===== config.mk =====
export PLATFORM = sky130hd
export DESIGN_NAME = aerm_monitor
export DESIGN_NICKNAME = d
export VERILOG_FILES = /design/src/include/aerm_pkg.sv /design/src/rtl/aerm_sync.sv /design/src/rtl/aerm_monitor.sv
export SDC_FILE = /design/constraint.sdc
export NUM_CORES = 1
export LEC_CHECK = 0
export BUFFER_PORTS_ARGS = -buffer_cell sky130_fd_sc_hd__buf_2
export CELL_PAD_IN_SITES_DETAIL_PLACEMENT = 1
export CELL_PAD_IN_SITES_GLOBAL_PLACEMENT = 1
export CORE_UTILIZATION = 35
export DETAILED_ROUTE_END_ITERATION = 12
export PLACE_DENSITY = 0.74
export RECOVER_POWER = 100
export SYNTH_ARGS = -nofsm -noshare
export SYNTH_HDL_FRONTEND = slang
export SYNTH_HIERARCHICAL = 1
export SYNTH_SLANG_ARGS = --single-unit
export TNS_END_PERCENT = 10

===== constraint.sdc =====
create_clock -name aclk -period 4.8 [get_ports aclk]
set_input_delay 0 -clock aclk [delete_from_list [all_inputs] [get_ports aclk]]
set_output_delay 0 -clock aclk [all_outputs]
set_load 0.05 [all_outputs]

===== src/include/aerm_pkg.sv =====
// Package: constants, register map and types of the absolute-encoder request monitor
package aerm_pkg;

   ////////////////////////////////////////////////////////////////////////////////
   // Clock and timing
   localparam int unsigned AERM_CLK_HZ = 40_000_000;
   localparam int unsigned AERM_CLK_KHZ = AERM_CLK_HZ / 1000;
   localparam int unsigned AERM_VALID_MS = 5000;
   localparam int unsigned AERM_WINDOW_MS = 4000;
   localparam int unsigned AERM_REQ_DELAY_MS = 100;
   localparam int unsigned AERM_POST_DELAY_MS = 400;
   // Whole milliseconds at a whole kHz rate are exact, so no rounding is needed
   localparam logic [31:0] AERM_VALID_CYC = 32'(AERM_VALID_MS * AERM_CLK_KHZ);
   localparam logic [31:0] AERM_WINDOW_CYC = 32'(AERM_WINDOW_MS * AERM_CLK_KHZ);
   localparam logic [31:0] AERM_REQ_DELAY_CYC = 32'(AERM_REQ_DELAY_MS * AERM_CLK_KHZ);
   localparam logic [31:0] AERM_POST_DELAY_CYC = 32'(AERM_POST_DELAY_MS * AERM_CLK_KHZ);
   localparam logic [3:0] AERM_CHAR_LAST = 4'h7;
   localparam int AERM_NSYNC = 3;

   ////////////////////////////////////////////////////////////////////////////////
   // Register map (byte addresses)
   localparam int AERM_AW = 8;
   localparam logic [7:0] AERM_OFS_CFG = 8'h00;
   localparam logic [7:0] AERM_OFS_CTRL = 8'h04;
   localparam logic [7:0] AERM_OFS_STATUS = 8'h08;
   localparam logic [7:0] AERM_OFS_MTURN = 8'h0c;
   localparam logic [7:0] AERM_OFS_INCCNT = 8'h10;
   localparam logic [7:0] AERM_OFS_T_VALID = 8'h14;
   localparam logic [7:0] AERM_OFS_T_WIN = 8'h18;
   localparam logic [7:0] AERM_OFS_T_REQ = 8'h1c;
   localparam logic [7:0] AERM_OFS_T_POST = 8'h20;

   // Field positions
   localparam int AERM_CFG_INCR_BIT = 0;
   localparam int AERM_CFG_WARN_BIT = 1;
   localparam int AERM_CTRL_RESTART_BIT = 0;
   localparam int AERM_ST_INCR_BIT = 0;
   localparam int AERM_ST_WARN_MODE_BIT = 1;
   localparam int AERM_ST_SERVING_BIT = 2;
   localparam int AERM_ST_ALM_VALID_BIT = 3;
   localparam int AERM_ST_WIN_OPEN_BIT = 4;
   localparam int AERM_ST_ALARM_BIT = 5;
   localparam int AERM_ST_WARNING_BIT = 6;
   localparam int AERM_ST_SERVO_BIT = 7;
   localparam int AERM_ST_SEQ_LSB = 8;

   // Reset values
   localparam logic [1:0] AERM_CFG_RESET = 2'h0;
   localparam logic [15:0] AERM_MTURN_RESET = 16'h0000;

   // Bus responses
   localparam logic [1:0] AERM_RESP_OKAY = 2'h0;
   localparam logic [1:0] AERM_RESP_SLVERR = 2'h2;

   ////////////////////////////////////////////////////////////////////////////////
   // Types
   typedef struct packed {
      logic warn_mode;
      logic incr_mode;
   } aerm_cfg_t;

   typedef enum logic [4:0] {
      AERM_IDLE = 5'b00001,
      AERM_WAIT = 5'b00010,
      AERM_SEND = 5'b00100,
      AERM_POST = 5'b01000,
      AERM_DONE = 5'b10000
   } aerm_seq_t;

   typedef struct packed {
      logic battery_low;
      logic servo_on;
      logic request;
   } aerm_pins_t;

endpackage


===== src/rtl/aerm_sync.sv =====
// Three-stage pin synchroniser with agreement filter
`timescale 1ns/100ps
`default_nettype none
module aerm_sync
   import aerm_pkg::*;
(
   input wire logic aclk,
   input wire logic aresetn,
   input wire aerm_pins_t pin_in,
   output aerm_pins_t pin_out
);

   typedef struct packed {
      aerm_pins_t s1;
      aerm_pins_t s2;
      aerm_pins_t s3;
      aerm_pins_t q;
   } aerm_sync_state_t;

   aerm_sync_state_t s;
   aerm_sync_state_t next_s;

   ////////////////////////////////////////////////////////////////////////////////
   // First stage feeds only the second; output moves once stages two and three agree
   always_comb
   begin
      next_s = s;
      next_s.s1 = pin_in;
      next_s.s2 = s.s1;
      next_s.s3 = s.s2;
      next_s.q = (s.s2 & s.s3) | (s.q & (s.s2 | s.s3));
   end

   always_ff @(posedge aclk)
   begin
      if (!aresetn)
         s <= '0;
      else
         s <= next_s;
   end

   assign pin_out = s.q;

endmodule // aerm_sync
`default_nettype wire


===== src/rtl/aerm_monitor.sv =====
// Absolute-encoder request monitor with AXI4-Lite register slave
//
// Behaviour
// RULE1: Mode digit 0 absolute, 1 incremental, after restart
// RULE2: Incremental mode ignores request and battery
// RULE3: Multiturn count forward wraps +32767 to -32768
// RULE4: Multiturn count reverse wraps -32768 to +32767
// RULE5: Request high asks data; low means none
// RULE6: Servo-on ignored while request is served
// RULE7: Host drops request before removing power
// RULE8: Low battery raises alarm or warning, never both; an alarm latched before a restart into digit 1 stays on beside the warning
// RULE9: Report digit 0 alarm, 1 warning, after restart
// RULE10: Digit 0 checks battery only in window
// RULE11: Digit 1 checks battery continuously once valid
// RULE12: Battery alarm clears only on power cycle
// RULE13: After delay, wait to send, clear counter
// RULE14: Send eight characters, then delay, normal
// RULE15: Timings come from programmable cycle counters
//
// The AXI4-Lite register port and the register addresses are this design's own decisions.
`timescale 1ns/100ps
`default_nettype none
module aerm_monitor
   import aerm_pkg::*;
#(
   parameter logic [31:0] VALID_CYC = AERM_VALID_CYC,
   parameter logic [31:0] WINDOW_CYC = AERM_WINDOW_CYC,
   parameter logic [31:0] REQ_DELAY_CYC = AERM_REQ_DELAY_CYC,
   parameter logic [31:0] POST_DELAY_CYC = AERM_POST_DELAY_CYC
)
(
   input wire logic aclk,
   input wire logic aresetn,
   // AXI4-Lite slave
   input wire logic [AERM_AW-1:0] s_axi_awaddr,
   input wire logic s_axi_awvalid,
   output logic s_axi_awready,
   input wire logic [31:0] s_axi_wdata,
   input wire logic [3:0] s_axi_wstrb,
   input wire logic s_axi_wvalid,
   output logic s_axi_wready,
   output logic [1:0] s_axi_bresp,
   output logic s_axi_bvalid,
   input wire logic s_axi_bready,
   input wire logic [AERM_AW-1:0] s_axi_araddr,
   input wire logic s_axi_arvalid,
   output logic s_axi_arready,
   output logic [31:0] s_axi_rdata,
   output logic [1:0] s_axi_rresp,
   output logic s_axi_rvalid,
   input wire logic s_axi_rready,
   // Pins from the host and the battery comparator
   input wire aerm_pins_t pins,
   // Encoder and formatter events on this clock
   input wire logic turn_fwd,
   input wire logic turn_rev,
   input wire logic inc_up,
   input wire logic inc_down,
   input wire logic char_done,
   // Drive outputs
   output logic char_send_req,
   output logic abs_serving,
   output logic servo_power_en,
   output logic fault_output,
   output logic battery_warning
);

   typedef struct packed {
      aerm_cfg_t cfg_pend;
      aerm_cfg_t cfg_act;
      logic [31:0] t_valid;
      logic [31:0] t_win;
      logic [31:0] t_req;
      logic [31:0] t_post;
      logic [31:0] pwr_cnt;
      logic alm_valid;
      logic [31:0] win_cnt;
      logic win_open;
      aerm_seq_t seq;
      logic [31:0] seq_cnt;
      logic [3:0] chars;
      logic char_req;
      logic [15:0] mturn;
      logic [15:0] inc_cnt;
      logic bat_alarm;
      logic bat_warn;
      logic servo_en;
      logic serving;
      logic aw_have;
      logic [AERM_AW-1:0] aw_addr;
      logic w_have;
      logic [31:0] w_data;
      logic [3:0] w_strb;
      logic aw_rdy;
      logic w_rdy;
      logic bvalid;
      logic [1:0] bresp;
      logic ar_rdy;
      logic rvalid;
      logic [31:0] rdata;
      logic [1:0] rresp;
   } aerm_state_t;

   aerm_state_t s;
   aerm_state_t next_s;
   aerm_pins_t pin_q;

   aerm_sync u_sync
   (
      .aclk(aclk),
      .aresetn(aresetn),
      .pin_in(pins),
      .pin_out(pin_q)
   );

   ////////////////////////////////////////////////////////////////////////////////
   // Byte-lane merge for register writes
   function automatic logic [31:0] merge(input logic [31:0] old, input logic [31:0] data,
                                         input logic [3:0] strb);
      logic [31:0] r;
      r = old;
      for (int i = 0; i < 4; i++)
      begin
         if (strb[i])
            r[8*i +: 8] = data[8*i +: 8];
      end
      return r;
   endfunction

   ////////////////////////////////////////////////////////////////////////////////
   // Next-state logic
   always_comb
   begin
      logic [31:0] wv;
      logic detect;
      logic waddr_ok;
      logic req_on;
      wv = '0;
      detect = 1'b0;
      waddr_ok = 1'b0;
      req_on = 1'b0;
      next_s = s;

      // Write channel capture, address and data in either order
      if (s_axi_awvalid && s.aw_rdy)
      begin
         next_s.aw_have = 1'b1;
         next_s.aw_addr = s_axi_awaddr;
      end
      if (s_axi_wvalid && s.w_rdy)
      begin
         next_s.w_have = 1'b1;
         next_s.w_data = s_axi_wdata;
         next_s.w_strb = s_axi_wstrb;
      end
      if (s.bvalid && s_axi_bready)
         next_s.bvalid = 1'b0;

      // Power-up validity of the fault output, then the detection window
      if (!s.alm_valid)
      begin
         next_s.pwr_cnt = s.pwr_cnt + 32'h1; // RULE15
         if (s.pwr_cnt + 32'h1 >= s.t_valid)
         begin
            next_s.alm_valid = 1'b1;
            next_s.win_open = 1'b1;
            next_s.win_cnt = '0;
         end
      end
      if (s.win_open)
      begin
         next_s.win_cnt = s.win_cnt + 32'h1; // RULE15
         if (s.win_cnt + 32'h1 >= s.t_win)
            next_s.win_open = 1'b0; // RULE10
      end

      // Battery is irrelevant in incremental mode
      detect = pin_q.battery_low && s.alm_valid && !s.cfg_act.incr_mode // RULE2
               && (s.cfg_act.warn_mode || s.win_open); // RULE10 RULE11
      if (detect && !s.cfg_act.warn_mode)
         next_s.bat_alarm = 1'b1; // RULE8 RULE12
      next_s.bat_warn = detect && s.cfg_act.warn_mode; // RULE8 RULE9

      // Multiturn count wraps through the 16-bit two's complement range
      if (turn_fwd && !turn_rev)
         next_s.mturn = s.mturn + 16'h0001; // RULE3
      else if (turn_rev && !turn_fwd)
         next_s.mturn = s.mturn - 16'h0001; // RULE4

      if (inc_up && !inc_down)
         next_s.inc_cnt = s.inc_cnt + 16'h0001;
      else if (inc_down && !inc_up)
         next_s.inc_cnt = s.inc_cnt - 16'h0001;

      // Request sequencer; a dropped request abandons the transfer at once
      req_on = pin_q.request && !s.cfg_act.incr_mode; // RULE2 RULE5
      next_s.char_req = 1'b0;
      case (s.seq)
         AERM_IDLE:
         begin
            if (req_on)
            begin
               next_s.seq = AERM_WAIT;
               next_s.seq_cnt = '0;
            end
         end
         AERM_WAIT:
         begin
            next_s.seq_cnt = s.seq_cnt + 32'h1; // RULE15
            if (s.seq_cnt + 32'h1 >= s.t_req)
            begin
               next_s.seq = AERM_SEND; // RULE13
               next_s.inc_cnt = '0; // RULE13
               next_s.chars = '0;
               next_s.char_req = 1'b1;
            end
         end
         AERM_SEND:
         begin
            if (char_done)
            begin
               next_s.chars = s.chars + 4'h1;
               if (s.chars == AERM_CHAR_LAST)
               begin
                  next_s.seq = AERM_POST; // RULE14
                  next_s.seq_cnt = '0;
               end
               else
                  next_s.char_req = 1'b1; // RULE14
            end
         end
         AERM_POST:
         begin
            next_s.seq_cnt = s.seq_cnt + 32'h1;
            if (s.seq_cnt + 32'h1 >= s.t_post)
               next_s.seq = AERM_DONE; // RULE14
         end
         AERM_DONE:
         begin
            next_s.seq = AERM_DONE;
         end
         default:
         begin
            next_s.seq = AERM_IDLE;
         end
      endcase
      if (!req_on)
      begin
         next_s.seq = AERM_IDLE; // RULE5
         next_s.char_req = 1'b0;
      end

      // Register write, taken once both halves are held and the response is free
      if (s.aw_have && s.w_have && !s.bvalid)
      begin
         waddr_ok = 1'b1;
         if (s.aw_addr == AERM_OFS_CFG)
         begin
            wv = merge({30'h0, s.cfg_pend}, s.w_data, s.w_strb);
            next_s.cfg_pend.incr_mode = wv[AERM_CFG_INCR_BIT];
            next_s.cfg_pend.warn_mode = wv[AERM_CFG_WARN_BIT];
         end
         else if (s.aw_addr == AERM_OFS_CTRL)
         begin
            // Restart reloads modes and reruns power-up timing; the alarm survives
            if (s.w_strb[0] && s.w_data[AERM_CTRL_RESTART_BIT])
            begin
               next_s.cfg_act = s.cfg_pend; // RULE1 RULE9
               next_s.pwr_cnt = '0;
               next_s.alm_valid = 1'b0;
               next_s.win_open = 1'b0;
               next_s.win_cnt = '0;
               next_s.seq = AERM_IDLE;
               next_s.char_req = 1'b0;
            end
         end
         else if (s.aw_addr == AERM_OFS_T_VALID)
            next_s.t_valid = merge(s.t_valid, s.w_data, s.w_strb); // RULE15
         else if (s.aw_addr == AERM_OFS_T_WIN)
            next_s.t_win = merge(s.t_win, s.w_data, s.w_strb); // RULE15
         else if (s.aw_addr == AERM_OFS_T_REQ)
            next_s.t_req = merge(s.t_req, s.w_data, s.w_strb); // RULE15
         else if (s.aw_addr == AERM_OFS_T_POST)
            next_s.t_post = merge(s.t_post, s.w_data, s.w_strb); // RULE15
         else if (s.aw_addr == AERM_OFS_STATUS || s.aw_addr == AERM_OFS_MTURN
                  || s.aw_addr == AERM_OFS_INCCNT)
            waddr_ok = 1'b1;
         else
            waddr_ok = 1'b0;
         next_s.aw_have = 1'b0;
         next_s.w_have = 1'b0;
         next_s.bvalid = 1'b1;
         next_s.bresp = waddr_ok ? AERM_RESP_OKAY : AERM_RESP_SLVERR;
      end
      next_s.aw_rdy = !next_s.aw_have;
      next_s.w_rdy = !next_s.w_have;

      // Register read, one outstanding
      if (s.rvalid && s_axi_rready)
         next_s.rvalid = 1'b0;
      if (s_axi_arvalid && s.ar_rdy)
      begin
         next_s.rvalid = 1'b1;
         next_s.rresp = AERM_RESP_OKAY;
         next_s.rdata = '0;
         if (s_axi_araddr == AERM_OFS_CFG)
            next_s.rdata = {30'h0, s.cfg_pend};
         else if (s_axi_araddr == AERM_OFS_CTRL)
            next_s.rdata = '0;
         else if (s_axi_araddr == AERM_OFS_STATUS)
         begin
            next_s.rdata[AERM_ST_INCR_BIT] = s.cfg_act.incr_mode;
            next_s.rdata[AERM_ST_WARN_MODE_BIT] = s.cfg_act.warn_mode;
            next_s.rdata[AERM_ST_SERVING_BIT] = (s.seq != AERM_IDLE) && (s.seq != AERM_DONE);
            next_s.rdata[AERM_ST_ALM_VALID_BIT] = s.alm_valid;
            next_s.rdata[AERM_ST_WIN_OPEN_BIT] = s.win_open;
            next_s.rdata[AERM_ST_ALARM_BIT] = s.bat_alarm;
            next_s.rdata[AERM_ST_WARNING_BIT] = s.bat_warn;
            next_s.rdata[AERM_ST_SERVO_BIT] = s.servo_en;
            next_s.rdata[AERM_ST_SEQ_LSB +: 5] = s.seq;
         end
         else if (s_axi_araddr == AERM_OFS_MTURN)
            next_s.rdata = {{16{s.mturn[15]}}, s.mturn};
         else if (s_axi_araddr == AERM_OFS_INCCNT)
            next_s.rdata = {{16{s.inc_cnt[15]}}, s.inc_cnt};
         else if (s_axi_araddr == AERM_OFS_T_VALID)
            next_s.rdata = s.t_valid;
         else if (s_axi_araddr == AERM_OFS_T_WIN)
            next_s.rdata = s.t_win;
         else if (s_axi_araddr == AERM_OFS_T_REQ)
            next_s.rdata = s.t_req;
         else if (s_axi_araddr == AERM_OFS_T_POST)
            next_s.rdata = s.t_post;
         else
            next_s.rresp = AERM_RESP_SLVERR;
      end
      next_s.ar_rdy = !next_s.rvalid;

      // Motor power only outside the served interval and without an alarm
      next_s.servo_en = pin_q.servo_on && !next_s.bat_alarm // RULE6
                        && (next_s.seq == AERM_IDLE || next_s.seq == AERM_DONE); // RULE6
      // Registered so the pin comes straight from a flop, in step with the state
      next_s.serving = next_s.seq[1] | next_s.seq[2] | next_s.seq[3]; // RULE6
   end

   ////////////////////////////////////////////////////////////////////////////////
   // State register; control power loss is the only clear of the alarm
   always_ff @(posedge aclk)
   begin
      if (!aresetn)
      begin
         s <= '0;
         s.cfg_pend <= AERM_CFG_RESET;
         s.cfg_act <= AERM_CFG_RESET;
         s.t_valid <= VALID_CYC;
         s.t_win <= WINDOW_CYC;
         s.t_req <= REQ_DELAY_CYC;
         s.t_post <= POST_DELAY_CYC;
         s.mturn <= AERM_MTURN_RESET;
         s.seq <= AERM_IDLE;
         s.bat_alarm <= 1'b0; // RULE12
      end
      else
         s <= next_s;
   end

   ////////////////////////////////////////////////////////////////////////////////
   // Outputs
   assign s_axi_awready = s.aw_rdy;
   assign s_axi_wready = s.w_rdy;
   assign s_axi_bvalid = s.bvalid;
   assign s_axi_bresp = s.bresp;
   assign s_axi_arready = s.ar_rdy;
   assign s_axi_rvalid = s.rvalid;
   assign s_axi_rdata = s.rdata;
   assign s_axi_rresp = s.rresp;
   assign char_send_req = s.char_req;
   assign abs_serving = s.serving;
   assign servo_power_en = s.servo_en;
   assign fault_output = s.bat_alarm;
   assign battery_warning = s.bat_warn;

endmodule // aerm_monitor
`default_nettype wire


==> results.yml, run 1 <==
outcome:
  status: "complete, but fails checks"
  violations: "max-capacitance violations, max-slew violations"
die:
  die_h_um: 245
  fp-row-count: 88
  core_um2: 58100
  die_w_um: 245
  dieArea_um2: 60300
  initial_utilization_pct: 35.7
  ios: 113
clock_network:
  cts-htree-levels: 2
  clk_pin_slew_ns: 0.06
  clock-sinks: 373
  cts_tree: "built"
  clk_path_buf_depth: 3
  numCtsBuffers: 43
  post_cts_buffers: 0
  cts-root-buf: "clkbuf_16"
  insertion_delay_ns: 0.58
timing:
  final.min_clock_period_ns: 4.46
  hold_viol: 0
  fin_worst_skew_ns: 0.0140
  grt_setup_unrepaired: "false"
  worstMarginPinSlew_ns: 3.27
  slew_headroom_pct: -118
  timing.fmax_mhz: 224
  fin_setup_tns_ns: 0
  finalSetupViolCount: 0
  period_share_pct: 93.0
  report.final.slew_viol_count: 239
logic_synthesis:
  synth_flop_cell: "dfxtp_1"
  synth_edf_count: 0
  ys_seq_elements: 373
  yosysTopAreaCellShare_pct: 36.0
  synth.cell_area_um2: 20800
  ys_types: 78
  synthCells: 2661
  synth_area_leaders: "dfxtp_1 36%, ha_1 9.0%, nand2_1 6.7%, a21oi_1 6.3%, nand3_1 5.3%"
  synth-seq-area-share_pct: 36.0
  synth_area_leader_cell: "dfxtp_1"
  yosys_warnings: 6
  synthArstFlopShare_pct: 0
  syn_area_per_cell_um2: 7.80
cells_and_area:
  area_growth_pct: 14.8
  fin_nets: 2963
  design_area_um2: 23800
  drive_gt1_share_pct: 7.05
power:
  comb_power_share_pct: 11.6
  p_int_mw: 5.61
  p_seq_share_pct: 43.5
  clock_power_share_pct: 44.9
  switchingPower_mw: 2.06
  total_leakage_power_nw: 9.49
  switching_share_pct: 26.9
  power_density_nw_per_um2: 322
  peakVddDrop_mv: 0.199
worst_setup_path:
  slowest_delay_ns: 0.70
  crit_slowest_cell: "or4_1"
  crit_top_cell: "a21oi_1"
  endpoint_kind: "flop"
  startpoint_type: "flop"
  worstPathRequired_ns: 5.30
  crit_type: "flop to flop"
  worstPathArrival_ns: 4.96
  critical_path.max_fanout: 6
  crit_chain: "ha_1 -> nand4_1 -> or4_1 -> nor4_4 -> xor2_1 -> ha_1 -> and3_1 -> a221o_1 -> a21oi_1 -> o21ai_0 -> a21oi_1 -> o211ai_1 -> or4_1 -> a21oi_1"
global_route:
  grt_max_degree: 71
  grt_pass1_wl_um: 112000
  antenna_found_initial: 1
  overflow: 0
  grt_pass1_vias: 20332
  track_usage_pct: 23.4
detailed_routing:
  drtIter0Drc: 1234
  drt_first_pass_iters: 5
  wl_per_cell_um: 20.3
  postRouteAntennaNets: 0
  vias: 19628
  drc_errors: 0
  vias_per_cell: 5.54
  routed_wirelength_um: 71900
min_path:
  worst_hold_path_type: "primary input to flop"
placed_design:
  hpwl_um: 52600
  routabilityCongestion: 0.898
  placed_cell_area_um2: 21800
  portBuffers: 110
run:
  drv_cap: 6
[critical path: cells and delay by family (launching register included)]
family / cells / cell delay [ns]
flip-flops: 1 / 0.39
XOR/XNOR: 1 / 0.31
adder cells (fa/ha/maj): 2 / 0.61
AND/OR/NAND/NOR: 5 / 2.02
AO/OA/AOI/OAI: 6 / 1.05
[sequential cells by signal (all words and copies together), names as in the netlist, 3 cells and up]
signal          cells
u_sync/next_s       6
u_sync/pin_out      3
s_axi_rdata        32
s                 317
u_sync/s            3
[through the flow]
step / setup WS, ns / power [mW] / utilization, % / hold slack [ns] / std cells
finish: 0.338 / 7.68 / 41.0 / 0.0513 / 3545
global route: 0.0365 / 7.96 / 41.0 / 0.112 / 3545
CTS: 0.293 / 7.73 / 41.2 / 0.00665 / 3544
detailed placement: 0.350 / 4.24 / 37.5 / 0.213 / 3397
global placement: 0.533 / 4.19 / 37.5 / 0.209 / 3397
floorplan: 0.797 / 3.98 / - / 0.122 / 2662
[cells by family (layout without fill, tap and decap cells)]
kind of cell	count (synthesis)	after routing	synth area share, %
simple gates	1035	1035	23.2
fa+ha+maj	150	150	9.08
buf+inv	351	468	7.11
mux	12	12	0.579
xor+xnor	152	152	6.42
compound gates	587	587	17.6
flops	373	373	36.0
other cells	1	3	0.0181
[Yosys cell counts (all sizes together), types with 9 or more instances]
| library cell | instances |
|---|---|
| dfxtp | 373 |
| nand2 | 368 |
| a21oi | 263 |
| nand3 | 221 |
| nor2 | 210 |
| inv | 170 |
| ha | 149 |
| clkbuf | 135 |
| xnor2 | 102 |
| a22oi | 65 |
| o21ai | 59 |
| nor3 | 57 |
| a21o | 50 |
| xor2 | 50 |
| buf | 44 |
| nand4 | 38 |
| a31oi | 35 |
| o31ai | 31 |
| and3 | 30 |
| and2 | 18 |
| nor4 | 18 |
| nand2b | 16 |
| nor2b | 16 |
| or3 | 14 |
| mux2i | 12 |
| and4 | 11 |
| a221oi | 10 |
| a222oi | 10 |
| o211ai | 9 |
[power by group through the flow]
stage          clock network, mW  logic, mW  registers [mW]
6_report                    3.45      0.892            3.34
5_1_grt                     3.63      0.986            3.35
4_1_cts                     3.51      0.890            3.33
3_5_place_dp                   0      0.838            3.40
3_3_place_gp                   0      0.794            3.40
2_1_floorplan                  0      0.647            3.33
[cell type report]
| cell class | count | area, um^2 |
|---|---|---|
| tap | 765 | 957 |
| multi-input combinational | 1938 | 11800 |
| fill | 7089 | 34300 |
| timing repair buffer | 218 | 1450 |
| clock inverter | 16 | 209 |
| antenna | 1 | 2.50 |
| inverter | 172 | 646 |
| sequential | 373 | 7470 |
| clock buffer | 62 | 1260 |
[cell usage in the layout, fill, tap and decap left out, types with 31 or more instances in the layout]
master | Yosys | layout
nand2_1 | 368 | 367
nor2_1 | 210 | 209
a21oi_1 | 263 | 262
buf_4 | 39 | 32
o21ai_0 | 57 | 58
ha_1 | 149 | 148
buf_2 | 1 | 64
clkbuf_16 | 0 | 44
nand3_1 | 220 | 220
nand4_1 | 37 | 37
nor3_1 | 55 | 54
o31ai_1 | 31 | 31
xor2_1 | 50 | 50
a22oi_1 | 65 | 65
dlygate4sd3_1 | 0 | 69
clkbuf_1 | 133 | 61
a31oi_1 | 35 | 35
inv_1 | 170 | 171
xnor2_1 | 102 | 102
a21o_1 | 48 | 48
dfxtp_1 | 373 | 373
[path summary, 6_finish.rpt]
path	from	end	slack (ns)	depth (start not counted)
setup reg to reg	s[129]$_SDFFE_PN0P_	s[163]$_SDFF_PN0_	0.34	14
hold reg to reg	u_sync/next_s[7]$_SDFF_PN0_	u_sync/next_s[4]$_SDFF_PN0_	0.45	1
hold / removal	s_axi_araddr[4]	s_axi_rdata[5]$_SDFFE_PN0P_	0.05	5
setup / recovery	s[129]$_SDFFE_PN0P_	s[163]$_SDFF_PN0_	0.34	14
[timing repair]
item,in CTS,in global routing
setup endpoints to repair,0,21
hold buffers,69,0
hold endpoints to repair,104,0
gates resized for setup,0,3
[metal layers]
metal	vias to the layer above	track usage, %	share of wire (%)	routed length (um)
li1	9417	-	-	-
met1	9673	30.6	45	32700
met2	411	38.1	46	33100
met3	127	3.75	5.0	3580
met4	0	9.37	3.5	2550
met5	-	0	0	0
Note: power is estimated with default switching activity, not from simulation.
==> run 2: changes to the inputs <==
clock period = 4.3 ns   (was 4.8 ns; I/O delays follow)
==> results.yml, run 2 (synthesis results as in run 1) <==
detailed_routing:
  drtIter0Drc: 1473
  vias: 19972
  vias_per_cell: 5.54
  postRouteAntennaNets: 0
  drc_errors: 0
  drt_first_pass_iters: 5
  wl_per_cell_um: 20.4
  routed_wirelength_um: 73700
power:
  clock_power_share_pct: 45.1
  peakVddDrop_mv: 0.254
  total_leakage_power_nw: 9.90
  p_int_mw: 6.31
  p_seq_share_pct: 43.0
  switching_share_pct: 27.4
  comb_power_share_pct: 11.9
  switchingPower_mw: 2.38
  power_density_nw_per_um2: 353
worst_setup_path:
  critPathBufInv: 1
  slowest_delay_ns: 0.59
  crit_family: "simple AND/OR/NAND/NOR gates"
  reg2reg_slack_ns: 0.13
  crit_slowest_cell: "or4_4"
  crit_chain: "ha_1 -> nand4_1 -> or4_4 -> nor4_4 -> buf_4 -> xor2_4 -> ha_1 -> and3_1 -> a221o_1 -> a21oi_1 -> o21ai_0 -> a21oi_1 -> o211ai_1 -> or4_1 -> a21oi_1"
  endpoint_kind: "flop"
  startpoint_type: "flop"
  crit_top_cell: "a21oi_1"
  worstPathArrival_ns: 4.67
  crit_type: "flop to flop"
  critical_path.max_fanout: 4
  timing.rr.end: "abs_serving$_SDFF_PN0_"
  reg2reg_depth: 15
  r2r_start: "s[129]$_SDFFE_PN0P_"
  worstPathRequired_ns: 4.80
timing:
  timing.fmax_mhz: 240
  hold_viol: 0
  slew_headroom_pct: -38.0
  fin_worst_skew_ns: 0.0229
  hold-worst-slack_ns: 0.0383
  finalSetupViolCount: 0
  worstMarginPinSlew_ns: 2.07
  report.final.slew_viol_count: 276
  final.min_clock_period_ns: 4.17
  period_share_pct: 96.9
  grt_setup_unrepaired: "true"
placed_design:
  placed_cell_area_um2: 21900
  routabilityCongestion: 0.894
  place_inst: 3407
  portBuffers: 110
  hpwl_um: 52100
clock_network:
  cts-root-buf: "clkbuf_16"
  numCtsBuffers: 44
  cts-htree-levels: 2
  clock-sinks: 373
  insertion_delay_ns: 0.60
  cts_tree: "built"
  clk_path_buf_depth: 3
  clk_pin_slew_ns: 0.06
global_route:
  antenna_found_initial: 1
  grt_max_degree: 167
  grt_pass1_vias: 20593
  grt_pass1_wl_um: 116000
  track_usage_pct: 24.1
  overflow: 0
cells_and_area:
  top_register: "s"
  finish.utilization_pct: 42.3
  largest_reg_flops: 317
  multi_input_comb_area_um2: 12000
  final_cell_mix: "367 x nand2_1, 365 x dfxtp_1, 261 x a21oi_1"
  design_area_um2: 24600
  drive_gt1_share_pct: 8.49
  fin_nets: 3021
  area_growth_pct: 18.4
  fillers: 7079
  seqCellArea_um2: 7480
  stdcell_count: 3607
  layout_commonest_cell: "nand2_1"
die:
  ios: 113
  fp-row-count: 88
  die_h_um: 245
  dieArea_um2: 60300
  core_um2: 58100
  die_w_um: 245
  initial_utilization_pct: 35.7
min_path:
  hold_depth: 5
  worst_hold_path_type: "primary input to flop"
  whs_endpoint: "s_axi_rdata[5]$_SDFFE_PN0P_"
  hold_path.startpoint: "s_axi_araddr[6]"
outcome:
  status: "complete, but fails checks"
  violations: "max-capacitance violations, max-slew violations"
run:
  drv_cap: 4
==> run 2: cell types whose count changed in the layout (fill, tap and decap cells not counted), sizes merged <==
| cell | change |
|---|---|
| dlygate4sd3 | +44 |
| buf | +12 |
| clkbuf | +6 |
| clkinvlp | +3 |
| bufinv | -2 |
| clkinv | -2 |
| diode | +1 |
==> run 2: tightest hold or removal path, stage by stage <==
cell,delay (ns)
buf_2,0.10
nor4_1,0.07
a21oi_1,0.23
a22oi_1,0.10
nor2_1,0.09
==> run 2: worst max path at each step <==
| stage | start | to | slack, ns | depth (start not counted) |
|---|---|---|---|---|
| floorplan | s[128]$_SDFFE_PN0P_ | s[100]$_SDFF_PN0_ | 0.30 | 15 |
| global placement | s[137]$_SDFFE_PN0P_ | abs_serving$_SDFF_PN0_ | 0.01 | 15 |
| detailed placement | s[137]$_SDFFE_PN0P_ | abs_serving$_SDFF_PN0_ | -0.14 | 15 |
| CTS | s[199]$_SDFF_PN0_ | s[187]$_SDFF_PN0_ | 0.004 | 17 |
| global route | s[134]$_SDFFE_PN0P_ | abs_serving$_SDFF_PN0_ | -0.05 | 15 |
| finish | s[129]$_SDFFE_PN0P_ | abs_serving$_SDFF_PN0_ | 0.13 | 15 |
==> run 2: final cells by class <==
type                    instances  share of cell area, %
diodes                          2                 0.0204
repair buffers                275                   8.18
inverters                     172                   2.64
flip-flops and latches        373                   30.4
clock inverters                15                  0.677
well taps                     765                   3.89
clock buffers                  67                   5.48
multi-input cells            1938                   48.7
==> run 2: power groups by stage <==
stage	combinational [mW]	sequential, mW	clock (mW)
4_1_cts	1.02	3.73	3.98
2_1_floorplan	0.723	3.72	0
3_5_place_dp	0.932	3.80	0
6_report	1.04	3.73	3.91
3_3_place_gp	0.885	3.79	0
5_1_grt	1.15	3.74	4.12
==> run 2: what timing repair did <==
item,4_1_cts,5_1_grt
endpoints found under the setup margin,41,58
pin swaps,2,6
gates resized for setup,9,28
buffers inserted,1,2
hold endpoints to repair,103,0
hold buffers,113,0
==> run 2: per-stage QoR <==
stage	setup TNS, ns	power, mW	setup slack, ns
2_1_floorplan	0	4.44	0.297
3_3_place_gp	0	4.68	0.0132
3_5_place_dp	-1.67	4.73	-0.141
4_1_cts	0	8.73	0.00432
5_1_grt	-0.303	9.01	-0.0541
6_report	0	8.69	0.132
==> run 2: routing by layer <==
layer	share of wire, %	up-vias	track usage (%)
met5	0	-	0
met4	2.2	0	6.05
met3	4.7	105	3.20
met2	47	448	40.8
met1	46	9886	32.0
li1	-	9533	-
